File: config.mk
export PLATFORM = sky130hd
export DESIGN_NAME = pfl_frac_loop_regs
export DESIGN_NICKNAME = d
export VERILOG_FILES = /design/src/pfl_pkg.sv /design/src/pfl_cap_value.sv /design/src/pfl_frac_loop_regs.sv /design/src/pfl_wb_ack.sv
export VERILOG_INCLUDE_DIRS = /design/src
export SDC_FILE = /design/constraint.sdc
export NUM_CORES = 1
export LEC_CHECK = 0
export ABC_AREA = 1
export BUFFER_PORTS_ARGS = -buffer_cell sky130_fd_sc_hd__buf_2
export CORE_MARGIN = 3
export CORE_UTILIZATION = 46
export CTS_CLUSTER_DIAMETER = 60
export CTS_CLUSTER_SIZE = 25
export DETAILED_ROUTE_END_ITERATION = 12
export HOLD_SLACK_MARGIN = 0.06
export MAX_ROUTING_LAYER = met4
export PLACE_DENSITY = 0.79
export SLEW_MARGIN = 0
export SYNTH_ARGS = -nofsm -noshare
export SYNTH_HDL_FRONTEND = slang
export SYNTH_SLANG_ARGS = --single-unit
File: constraint.sdc
create_clock -name clk_i -period 1.6 [get_ports clk_i]
set_input_delay 0.32 -clock clk_i [delete_from_list [all_inputs] [get_ports clk_i]]
set_output_delay 0.32 -clock clk_i [all_outputs]
set_load 0.02 [all_outputs]
File: src/pfl_defs.svh
// Register indices, reset values and field positions of the fractional loop register bank.
// Assumes a 32-bit classic Wishbone slave with one aligned word per register.
`ifndef PFL_DEFS_SVH
`define PFL_DEFS_SVH

// Register indices; byte address is four times the index
`define PFL_IDX_NDIV_HI   8'h49
`define PFL_IDX_NDIV_LO   8'h4A
`define PFL_IDX_NUM_U     8'h4B
`define PFL_IDX_NUM_M     8'h4C
`define PFL_IDX_NUM_L     8'h4D
`define PFL_IDX_DEN_U     8'h4E
`define PFL_IDX_DEN_M     8'h4F
`define PFL_IDX_DEN_L     8'h50
`define PFL_IDX_MOD       8'h51
`define PFL_IDX_R2        8'h52
`define PFL_IDX_C1        8'h53
`define PFL_IDX_R3        8'h54

// Bus address slicing
`define PFL_ADR_IDX       9:2
`define PFL_ADR_HIGH      31:10
`define PFL_ADR_HIGH_ZERO 22'h000000
`define PFL_SEL_LOW       0

// Field positions
`define PFL_BYTE_FLD      7:0
`define PFL_UPPER_FLD     5:0
`define PFL_NDIV_HI_FLD   3:0
`define PFL_DITHER_FLD    3:2
`define PFL_ORDER_FLD     1:0
`define PFL_R2_FLD        5:0
`define PFL_C1_FLD        2:0
`define PFL_R3_FLD        6:0

// Reset values
`define PFL_RST_NDIV_HI   4'h0
`define PFL_RST_NDIV_LO   8'h64
`define PFL_RST_UPPER     6'h00
`define PFL_RST_BYTE      8'h00
`define PFL_RST_R2        6'h24
`define PFL_RST_C1        3'h0
`define PFL_RST_R3        7'h00
`define PFL_RST_WORD      32'h00000000

// Capacitor C1 value: base plus step times code, in pF
`define PFL_C1_BASE_PF    9'h005
`define PFL_C1_STEP_PF    9'h032

`endif

File: src/pfl_pkg.sv
// Types shared by the fractional loop register bank and its helpers.
// Assumes pfl_defs.svh is on the include path.
`include "pfl_defs.svh"

package pfl_pkg;

	typedef enum logic [1:0] {
		PFL_DITHER_WEAK   = 2'b00,
		PFL_DITHER_MEDIUM = 2'b01,
		PFL_DITHER_STRONG = 2'b10,
		PFL_DITHER_OFF    = 2'b11
	} pfl_dither_t;

	typedef enum logic [1:0] {
		PFL_ORDER_INTEGER = 2'b00,
		PFL_ORDER_FIRST   = 2'b01,
		PFL_ORDER_SECOND  = 2'b10,
		PFL_ORDER_THIRD   = 2'b11
	} pfl_order_t;

	// Register bank state
	typedef struct packed {
		logic [3:0]  ndiv_hi;
		logic [7:0]  ndiv_lo;
		logic [5:0]  num_u;
		logic [7:0]  num_m;
		logic [7:0]  num_l;
		logic [5:0]  den_u;
		logic [7:0]  den_m;
		logic [7:0]  den_l;
		pfl_dither_t dither;
		pfl_order_t  order;
		logic [5:0]  r2;
		logic [2:0]  c1;
		logic [6:0]  r3;
		logic [31:0] dat;
		logic [21:0] num;
		logic [21:0] den;
		logic [11:0] ndiv;
		logic        int_mode;
		logic        dith_en;
	} pfl_state_t;

	typedef struct packed {
		logic ack;
	} pfl_ack_t;

	typedef struct packed {
		logic [8:0] pf;
	} pfl_cap_t;

endpackage : pfl_pkg

File: src/pfl_cap_value.sv
// Converts the C1 selection code into its capacitance in pF.
// Assumes the code input is a registered value.
`include "pfl_defs.svh"

module pfl_cap_value (
	// Clock and reset
	input  wire logic       clk_i,
	input  wire logic       rst_i,
	// Code in, value out
	input  wire logic [2:0] code_i,
	output logic      [8:0] pf_o
);
	import pfl_pkg::*;

	pfl_cap_t s_r;
	pfl_cap_t s_nxt;

	always_comb begin
		s_nxt    = s_r;
		s_nxt.pf = `PFL_C1_BASE_PF + `PFL_C1_STEP_PF * 9'(code_i);
	end

	always_ff @(posedge clk_i) begin
		if (rst_i) begin
			s_r <= '0;
		end else begin
			s_r <= s_nxt;
		end
	end

	assign pf_o = s_r.pf;

endmodule : pfl_cap_value

File: src/pfl_frac_loop_regs.sv
// Configuration registers for the second synthesizer's fractional divider and loop filter.
// Assumes a classic Wishbone master on a 32-bit bus, synchronous to clk_i.
//
// Behaviour
// - Numerator is 22 bits: upper reg bits 5:0, middle, lower bytes.
// - Denominator is 22 bits: upper reg bits 5:0, middle, lower bytes.
// - Numerator and denominator bytes are read/write and reset to zero.
// - Dither field bits 3:2: weak, medium, strong, off; resets to off.
// - Order field bits 1:0: integer, first, second, third order; resets to integer.
// - R2 code bits 5:0 read/write, resets to 0x24.
// - C1 code bits 2:0 read/write, value 5 pF plus 50 pF per step.
// - R3 code bits 6:0 read/write selects loop resistor three.
// - Integer feedback divider is 12 bits over two neighbouring registers.
`include "pfl_defs.svh"

module pfl_frac_loop_regs (
	// Clock and reset
	input  wire logic                clk_i,
	input  wire logic                rst_i,
	// Wishbone slave
	input  wire logic                wb_cyc_i,
	input  wire logic                wb_stb_i,
	input  wire logic                wb_we_i,
	input  wire logic [31:0]         wb_adr_i,
	input  wire logic [31:0]         wb_dat_i,
	input  wire logic [3:0]          wb_sel_i,
	output logic      [31:0]         wb_dat_o,
	output logic                     wb_ack_o,
	// Fractional divider
	output logic      [21:0]         frac_numerator_o,
	output logic      [21:0]         frac_denominator_o,
	output logic      [11:0]         integer_feedback_divider_o,
	output pfl_pkg::pfl_dither_t     dither_strength_o,
	output pfl_pkg::pfl_order_t      modulator_order_o,
	output logic                     integer_mode_o,
	output logic                     dither_enable_o,
	// Loop filter
	output logic      [5:0]          loop_resistor_two_code_o,
	output logic      [2:0]          loop_capacitor_one_code_o,
	output logic      [8:0]          loop_capacitor_one_pf_o,
	output logic      [6:0]          loop_resistor_three_code_o
);
	import pfl_pkg::*;

	localparam pfl_state_t PFL_RESET = '{
		ndiv_hi:  `PFL_RST_NDIV_HI,
		ndiv_lo:  `PFL_RST_NDIV_LO,
		num_u:    `PFL_RST_UPPER,
		num_m:    `PFL_RST_BYTE,
		num_l:    `PFL_RST_BYTE,
		den_u:    `PFL_RST_UPPER,
		den_m:    `PFL_RST_BYTE,
		den_l:    `PFL_RST_BYTE,
		dither:   PFL_DITHER_OFF,
		order:    PFL_ORDER_INTEGER,
		r2:       `PFL_RST_R2,
		c1:       `PFL_RST_C1,
		r3:       `PFL_RST_R3,
		dat:      `PFL_RST_WORD,
		num:      {`PFL_RST_UPPER, `PFL_RST_BYTE, `PFL_RST_BYTE},
		den:      {`PFL_RST_UPPER, `PFL_RST_BYTE, `PFL_RST_BYTE},
		ndiv:     {`PFL_RST_NDIV_HI, `PFL_RST_NDIV_LO},
		int_mode: 1'b1,
		dith_en:  1'b0
	};

	pfl_state_t s_r;
	pfl_state_t s_nxt;
	logic       take;
	logic       ack;
	logic [7:0] idx;
	logic       mapped;
	logic       wr_go;

	// Handshake
	pfl_wb_ack u_ack (
		.clk_i  (clk_i),
		.rst_i  (rst_i),
		.cyc_i  (wb_cyc_i),
		.stb_i  (wb_stb_i),
		.take_o (take),
		.ack_o  (ack)
	);

	// Capacitance readout for C1
	pfl_cap_value u_cap (
		.clk_i  (clk_i),
		.rst_i  (rst_i),
		.code_i (s_r.c1),
		.pf_o   (loop_capacitor_one_pf_o)
	);

	// Index decode; anything above the window is unmapped
	assign idx    = wb_adr_i[`PFL_ADR_IDX];
	assign mapped = (wb_adr_i[`PFL_ADR_HIGH] == `PFL_ADR_HIGH_ZERO);
	// Only the low byte lane holds data, so only sel[0] enables a write
	assign wr_go  = take && wb_we_i && wb_sel_i[`PFL_SEL_LOW] && mapped;

	function automatic logic pfl_hit(input logic go, input logic [7:0] at, input logic [7:0] want);
		return go && (at == want);
	endfunction : pfl_hit

	// Read view of one register; reserved bits come back as zero
	function automatic logic [31:0] pfl_read(input pfl_state_t s, input logic [7:0] at);
		logic [7:0] b;
		b = `PFL_RST_BYTE;
		if (at == `PFL_IDX_NDIV_HI) begin
			b = 8'(s.ndiv_hi);
		end else if (at == `PFL_IDX_NDIV_LO) begin
			b = s.ndiv_lo;
		end else if (at == `PFL_IDX_NUM_U) begin
			b = 8'(s.num_u);
		end else if (at == `PFL_IDX_NUM_M) begin
			b = s.num_m;
		end else if (at == `PFL_IDX_NUM_L) begin
			b = s.num_l;
		end else if (at == `PFL_IDX_DEN_U) begin
			b = 8'(s.den_u);
		end else if (at == `PFL_IDX_DEN_M) begin
			b = s.den_m;
		end else if (at == `PFL_IDX_DEN_L) begin
			b = s.den_l;
		end else if (at == `PFL_IDX_MOD) begin
			b = 8'({s.dither, s.order});
		end else if (at == `PFL_IDX_R2) begin
			b = 8'(s.r2);
		end else if (at == `PFL_IDX_C1) begin
			b = 8'(s.c1);
		end else if (at == `PFL_IDX_R3) begin
			b = 8'(s.r3);
		end
		return 32'(b);
	endfunction : pfl_read

	always_comb begin
		s_nxt = s_r;
		// Field writes take only the documented bits
		if (pfl_hit(wr_go, idx, `PFL_IDX_NDIV_HI)) begin
			s_nxt.ndiv_hi = wb_dat_i[`PFL_NDIV_HI_FLD];
		end
		if (pfl_hit(wr_go, idx, `PFL_IDX_NDIV_LO)) begin
			s_nxt.ndiv_lo = wb_dat_i[`PFL_BYTE_FLD];
		end
		if (pfl_hit(wr_go, idx, `PFL_IDX_NUM_U)) begin
			s_nxt.num_u = wb_dat_i[`PFL_UPPER_FLD];
		end
		if (pfl_hit(wr_go, idx, `PFL_IDX_NUM_M)) begin
			s_nxt.num_m = wb_dat_i[`PFL_BYTE_FLD];
		end
		if (pfl_hit(wr_go, idx, `PFL_IDX_NUM_L)) begin
			s_nxt.num_l = wb_dat_i[`PFL_BYTE_FLD];
		end
		if (pfl_hit(wr_go, idx, `PFL_IDX_DEN_U)) begin
			s_nxt.den_u = wb_dat_i[`PFL_UPPER_FLD];
		end
		if (pfl_hit(wr_go, idx, `PFL_IDX_DEN_M)) begin
			s_nxt.den_m = wb_dat_i[`PFL_BYTE_FLD];
		end
		if (pfl_hit(wr_go, idx, `PFL_IDX_DEN_L)) begin
			s_nxt.den_l = wb_dat_i[`PFL_BYTE_FLD];
		end
		if (pfl_hit(wr_go, idx, `PFL_IDX_MOD)) begin
			s_nxt.dither = pfl_dither_t'(wb_dat_i[`PFL_DITHER_FLD]);
			s_nxt.order  = pfl_order_t'(wb_dat_i[`PFL_ORDER_FLD]);
		end
		if (pfl_hit(wr_go, idx, `PFL_IDX_R2)) begin
			s_nxt.r2 = wb_dat_i[`PFL_R2_FLD];
		end
		if (pfl_hit(wr_go, idx, `PFL_IDX_C1)) begin
			s_nxt.c1 = wb_dat_i[`PFL_C1_FLD];
		end
		if (pfl_hit(wr_go, idx, `PFL_IDX_R3)) begin
			s_nxt.r3 = wb_dat_i[`PFL_R3_FLD];
		end
		// Read data: writes and unmapped reads answer zero
		if (take) begin
			s_nxt.dat = (wb_we_i || !mapped) ? `PFL_RST_WORD : pfl_read(s_r, idx);
		end
		// Assembled values lag a register write by one cycle, keeping every output a flop
		s_nxt.num      = {s_r.num_u, s_r.num_m, s_r.num_l};
		s_nxt.den      = {s_r.den_u, s_r.den_m, s_r.den_l};
		s_nxt.ndiv     = {s_r.ndiv_hi, s_r.ndiv_lo};
		s_nxt.int_mode = (s_r.order == PFL_ORDER_INTEGER);
		s_nxt.dith_en  = (s_r.dither != PFL_DITHER_OFF);
	end

	always_ff @(posedge clk_i) begin
		if (rst_i) begin
			s_r <= PFL_RESET;
		end else begin
			s_r <= s_nxt;
		end
	end

	assign wb_dat_o                   = s_r.dat;
	assign wb_ack_o                   = ack;
	assign frac_numerator_o           = s_r.num;
	assign frac_denominator_o         = s_r.den;
	assign integer_feedback_divider_o = s_r.ndiv;
	assign dither_strength_o          = s_r.dither;
	assign modulator_order_o          = s_r.order;
	assign integer_mode_o             = s_r.int_mode;
	assign dither_enable_o            = s_r.dith_en;
	assign loop_resistor_two_code_o   = s_r.r2;
	assign loop_capacitor_one_code_o  = s_r.c1;
	assign loop_resistor_three_code_o = s_r.r3;

	logic rd_go;
	assign rd_go = take && !wb_we_i && mapped;
endmodule : pfl_frac_loop_regs

File: src/pfl_wb_ack.sv
// Classic Wishbone single-cycle handshake: one ack per request.
// Assumes the master holds cyc and stb until it samples ack.
`include "pfl_defs.svh"

module pfl_wb_ack (
	// Clock and reset
	input  wire logic clk_i,
	input  wire logic rst_i,
	// Bus strobes
	input  wire logic cyc_i,
	input  wire logic stb_i,
	// Handshake
	output logic      take_o,
	output logic      ack_o
);
	import pfl_pkg::*;

	pfl_ack_t s_r;
	pfl_ack_t s_nxt;

	// Ack drops after one cycle, so a request released on ack is taken once; one held longer is taken again every other cycle
	always_comb begin
		s_nxt     = s_r;
		s_nxt.ack = cyc_i && stb_i && !s_r.ack;
	end

	always_ff @(posedge clk_i) begin
		if (rst_i) begin
			s_r <= '0;
		end else begin
			s_r <= s_nxt;
		end
	end

	assign take_o = s_nxt.ack;
	assign ack_o  = s_r.ack;

endmodule : pfl_wb_ack
Word level (Yosys, flattened, before mapping)
Index checks and enable logic that the tools add are counted.

Register bits: 176. Input port bits: 73.

Add/subtract/negate cells: 1. $mul: 1. Eq/ne operators: 13. Mux-type cells: 13. Reduce and logical (&&, ||, !) cells: 22.

Operators with widths (number): 8-bit by 7-bit equality test with 1-bit output (second input constant) (12); 8-bit 2-to-1 mux (9); 7-bit 2-to-1 mux (4); 22-bit logical NOT (1); 1-bit logical AND (17); 3-bit by 9-bit adder with 9-bit output (first input constant) (1); 5-bit by 3-bit multiplier with 8-bit output (first input constant) (1); 1-bit logical NOT (2); 2-bit logical NOT (1); 2-bit inequality test (second input constant) (1); 1-bit logical OR (1).

Longest topological paths before layout
Depth after elaboration: 14. Mapped depth: 15. Gate-level depth less buffers: 15.

Hierarchy
Synthesis repeated with hierarchy kept, for this count alone.

Cells, all modules: 774. Area total of the unflattened synthesis: 6284.8 µm².

Modules (own cells, without submodules): pfl_frac_loop_regs (times used 1, cells each 727, area an instance 5861.9 µm², seq. area each 2842.7 µm²); pfl_cap_value (times used 1, cells each 43, area an instance 385.4 µm², seq. area each 180.2 µm²); pfl_wb_ack (times used 1, cells each 4, area an instance 37.5 µm², seq. area each 20.0 µm²).

Worst setup path after synthesis
Ideal clock, no wire load.

Path kind: reg-to-reg. Start: reg s_r, in the netlist loop_capacitor_one_code_o[1]. End: reg u_cap.s_r, in the netlist u_cap.pf_o[7]. Setup time: 0.078 ns. Arrival: 1.699 ns. Setup slack: -0.177 ns. Cell stages (with the launch flop): 8. Path buffers: 0. Cell sequence: dfxtp_1 -> inv_1 -> ha_1 -> inv_1 -> ha_1 -> ha_1 -> and3_1 -> nor3_1.

Word-level cells in the longest chain between the ends: 2.

RTL lines: start, declared (RTL line pfl_frac_loop_regs.sv:67) `pfl_state_t s_r;`; start signal, assigned (RTL line pfl_frac_loop_regs.sv:191) `s_r <= s_nxt;`; 5-bit by 3-bit multiplier with 8-bit output (no line); 3-bit by 9-bit adder with 9-bit output (no line); end signal, assigned (RTL line pfl_cap_value.sv:27) `s_r <= s_nxt;`; end, declared (RTL line pfl_cap_value.sv:15) `pfl_cap_t s_r;`.

No other way between the ends. A chain may end at the register's enable or synchronous reset.

Worst setup path in the final report
Start: in wb_adr_i[11]. End: reg s_r, in the netlist s_nxt[8].

Word-level cells in the longest chain between the ends: 3.

RTL lines: start, declared (RTL line pfl_frac_loop_regs.sv:24) `input wire logic [31:0] wb_adr_i,`; 22-bit logical NOT (no line); 1-bit logical AND (RTL line pfl_frac_loop_regs.sv:97) `` assign wr_go = take && wb_we_i && wb_sel_i[`PFL_SEL_LOW] && mapped; ``; 1-bit logical AND (RTL line pfl_frac_loop_regs.sv:100) `return go && (at == want);`.

No other way between the ends.

==> results.yml <==
layout:
  layout.cells.non_filler: 1127
  layout.nets: 1026
  drive_above_1_share: 0.3128
  diodes: 0
  num-fill-cells: 1036
  fin_util: 0.6467
  mostFrequentLayoutCells: "dfxtp_1 (151), buf_2 (138), inv_1 (94)"
  syn2layout_area_growth_pct: 34.18
  mostFrequentLayoutCell: "dfxtp_1"
die:
  die_w_um: 119.6
  dieArea_mm2: 0.01430
  core_mm2: 0.01231
  io_pins: 193
  die_y_um: 119.6
  floorplan.initialDensity: 0.4820
  std_cell_rows: 40
grt:
  grt_first_pass_wirelength_um: 26080
  grt_pass1_vias: 5249
  grt_overflow: 0
  antenna_found_initial: 0
  grt_max_degree: 64
  track_usage: 0.2358
cts:
  cts.clk_slew.worst_paths_ns: 0.06
  clk_latency_ns: 0.42
  holdBufCountCts: 0
  h-tree-depth: 4
  clock_path_buffers: 2
  clock_sinks: 152
  tritoncts: "built"
  cts_buffers: 17
  root_buffer: "clkbuf_16"
critical_path:
  path_cells: "buf_2 > or2_1 > nor3_2 > nand4_1 > nor2_4 > nand2_4 > buf_4 > nor2_4 > buf_4 > o211ai_1"
  cpLargestDelayFamily: "simple AND/OR/NAND/NOR gates"
  rr_worst_depth: 7
  cp_slowest_cell: "or2_1"
  crit_fanout: 7
  r2r_slack_ns: 0.07
  endpoint_kind: "flip-flop"
  crit_cells: 10
  arrival_ns: 1.85
  cp-startpoint: "wb_adr_i[11]"
  slowest_delay_ns: 0.24
  rr_startpoint: "loop_capacitor_one_code_o[1]$_SDFFE_PP0P_"
  reg2reg_to: "u_cap.pf_o[7]$_SDFF_PP0_"
  critPathCapture: "s_nxt[8]$_SDFFE_PP1P_"
  start_kind: "input port"
  critPathBufInv: 3
  worst-setup-path-type: "input port to flip-flop"
  cp.required_ns: 1.89
drt:
  via_per_inst: 4.990
  drtAntennaViolNets: 0
  drc: 0
  drt-pass1-iter-count: 5
  vias: 5624
  drtIter0Drc: 460
  wirelength_um: 16930
  routed_wire_length_per_instance_um: 15.02
logic_synthesis:
  seq_area_frac_synth: 0.5128
  synth_compound_area_frac: 0.1712
  synth_edf_count: 0
  synth.ff_latch_count: 152
  synth_top_family_by_area: "simple AND/OR/NAND/NOR gates"
  ys.flop_type: "dfxtp_1"
  synth_warnings: 0
  syn-cell-area_mm2: 0.005934
  synthAdderAreaFrac: 0.01265
  synth.distinct_cells: 35
  ys_async_sr_fraction: 0
  synth-xor-area-share: 0.001476
  yosys.area_share.simple: 0.1786
  syn_inst: 754
  synth_area_per_cell_um2: 7.871
  yosys-mux-area-fraction: 0
pwr:
  vdd_drop_max_uv: 636.8
  powerDensity_mw_per_mm2: 1035
  p_leak_nw: 3.728
job:
  cap_violations: 0
sta:
  finalClockSkew_ns: 0.006250
  slew_headroom: 0.5865
  whs_ns: 0.2671
  setup_viol: 0
  hold_viol: 0
  period_share: 0.9740
  drv_slew: 0
  max_clock_freq_mhz: 641.7
  fin_crit_ns: 1.558
  tightestPinTransition_ns: 0.6195
run_status:
  status: "completed"
placement:
  port_buffers: 139
  gp_congestion: 0.9408
  place_hpwl_um: 11530
  dp_cells: 1089
min_path:
  hp-class: "input port to flip-flop"
-- cell type report --
type	instances	area, µm²	share of cell area
clock inverter	11	147.6	0.01854
multi-input combinational	467	2445	0.3070
tap	168	210.2	0.02640
clock buffer	20	456.7	0.05735
sequential	152	3044	0.3823
inverter	105	396.6	0.04981
timing repair buffer	204	1262	0.1585
-- kinds of logic (layout without fill, tap and decap cells) --
family | after synthesis | count (layout)
DFF | 152 | 152
adders and majority gates | 6 | 6
buffers and inverters | 161 | 340
other | 1 | 24
AOI/OAI and AO/OA | 194 | 194
and+or+nand+nor | 239 | 242
xor gates and xnor gates | 1 | 1
-- stage by stage --
step / area, µm² / power, mW / setup slack (ns) / TNS (ns)
finish: 7963 / 8.242 / 0.04165 / 0
global route: 7963 / 8.489 / -0.09647 / -3.688
CTS: 7726 / 8.265 / 0.002835 / 0
detailed placement: 7104 / 4.217 / -0.3921 / -26.52
global placement: 7104 / 4.214 / -0.3581 / -23.50
floorplan: 6063 / 4.096 / -0.04699 / -0.5266
-- how the worst min path moves through the flow --
stage	startpoint	to	slack, ns	depth (start not counted)
floorplan	s_nxt[8]$_SDFFE_PP1P_	integer_feedback_divider_o[6]$_SDFF_PP1_	0.40	2
global placement	s_nxt[8]$_SDFFE_PP1P_	integer_feedback_divider_o[6]$_SDFF_PP1_	0.42	2
detailed placement	s_nxt[35]$_SDFFE_PP0P_	frac_denominator_o[21]$_SDFF_PP0_	0.43	2
CTS	wb_dat_i[7]	s_nxt[9]$_SDFFE_PP0P_	0.25	3
global route	wb_dat_i[6]	s_nxt[8]$_SDFFE_PP1P_	0.28	3
finish	wb_dat_i[6]	loop_resistor_three_code_o[6]$_SDFFE_PP0P_	0.27	3
-- Yosys cell counts (2+ instances only) --
cell	count	area (µm²)
nor2_2	4	25.02
nand4_1	4	25.02
a21oi_1	89	445.4
nand2_1	94	352.8
nor3_2	3	30.03
ha_1	6	75.07
nor2_1	85	319.1
buf_4	27	202.7
buf_6	2	22.52
clkinv_1	2	7.510
inv_1	101	379.1
inv_2	2	7.510
nor3_1	4	20.02
a211oi_1	5	37.54
dfxtp_1	152	3043
o21ai_1	4	20.02
clkbuf_1	18	67.56
nand3_1	26	130.1
o211ai_1	9	67.56
buf_1	3	11.26
buf_2	6	30.03
o22ai_1	3	18.77
nor2_4	7	78.83
or2_2	3	18.77
nor4_1	4	25.02
o21ai_0	82	410.4
-- report_power, final --
group	internal [mW]	switching [mW]	leakage [nW]
logic	0.119	0.253	2.21
registers	3.79	0.00131	1.23
clock network	2.53	1.55	0.296
-- sequential cells by signal, summed over array words and instances, names as in the netlist, 2 cells and up --
signal	flops
integer_feedback_divider_o	12
frac_denominator_o	22
modulator_order_o	2
wb_dat_o	8
dither_strength_o	2
loop_resistor_three_code_o	7
loop_capacitor_one_code_o	3
s_nxt	56
u_cap.pf_o	9
frac_numerator_o	22
loop_resistor_two_code_o	6
-- worst register-to-register path, cell delays in order, from the launching register on --
cell     delay, ns
dfxtp_2       0.33
inv_1         0.08
ha_4          0.27
inv_1         0.04
ha_2          0.19
ha_4          0.28
and3_4        0.19
nor3_2        0.04
-- routing by layer --
metal / vias up / GRT usage / wire (µm)
met2: 236 / 0.3796 / 8430
met4: 0 / 0.08160 / 293
li1: 2777 / - / -
met1: 2587 / 0.2893 / 6943
met3: 24 / 0.06079 / 1265
met5: - / - / 0
-- what timing repair did --
action | 4_1_cts | 5_1_grt
cloned | 0 | 3
hold endpoints to repair | 0 | 0
endpoints found under the setup margin | 1 | 56
pin swaps | 1 | 17
buffers inserted | 0 | 4
gates resized for setup | 2 | 54
Note: power is estimated with default switching activity, not from simulation.
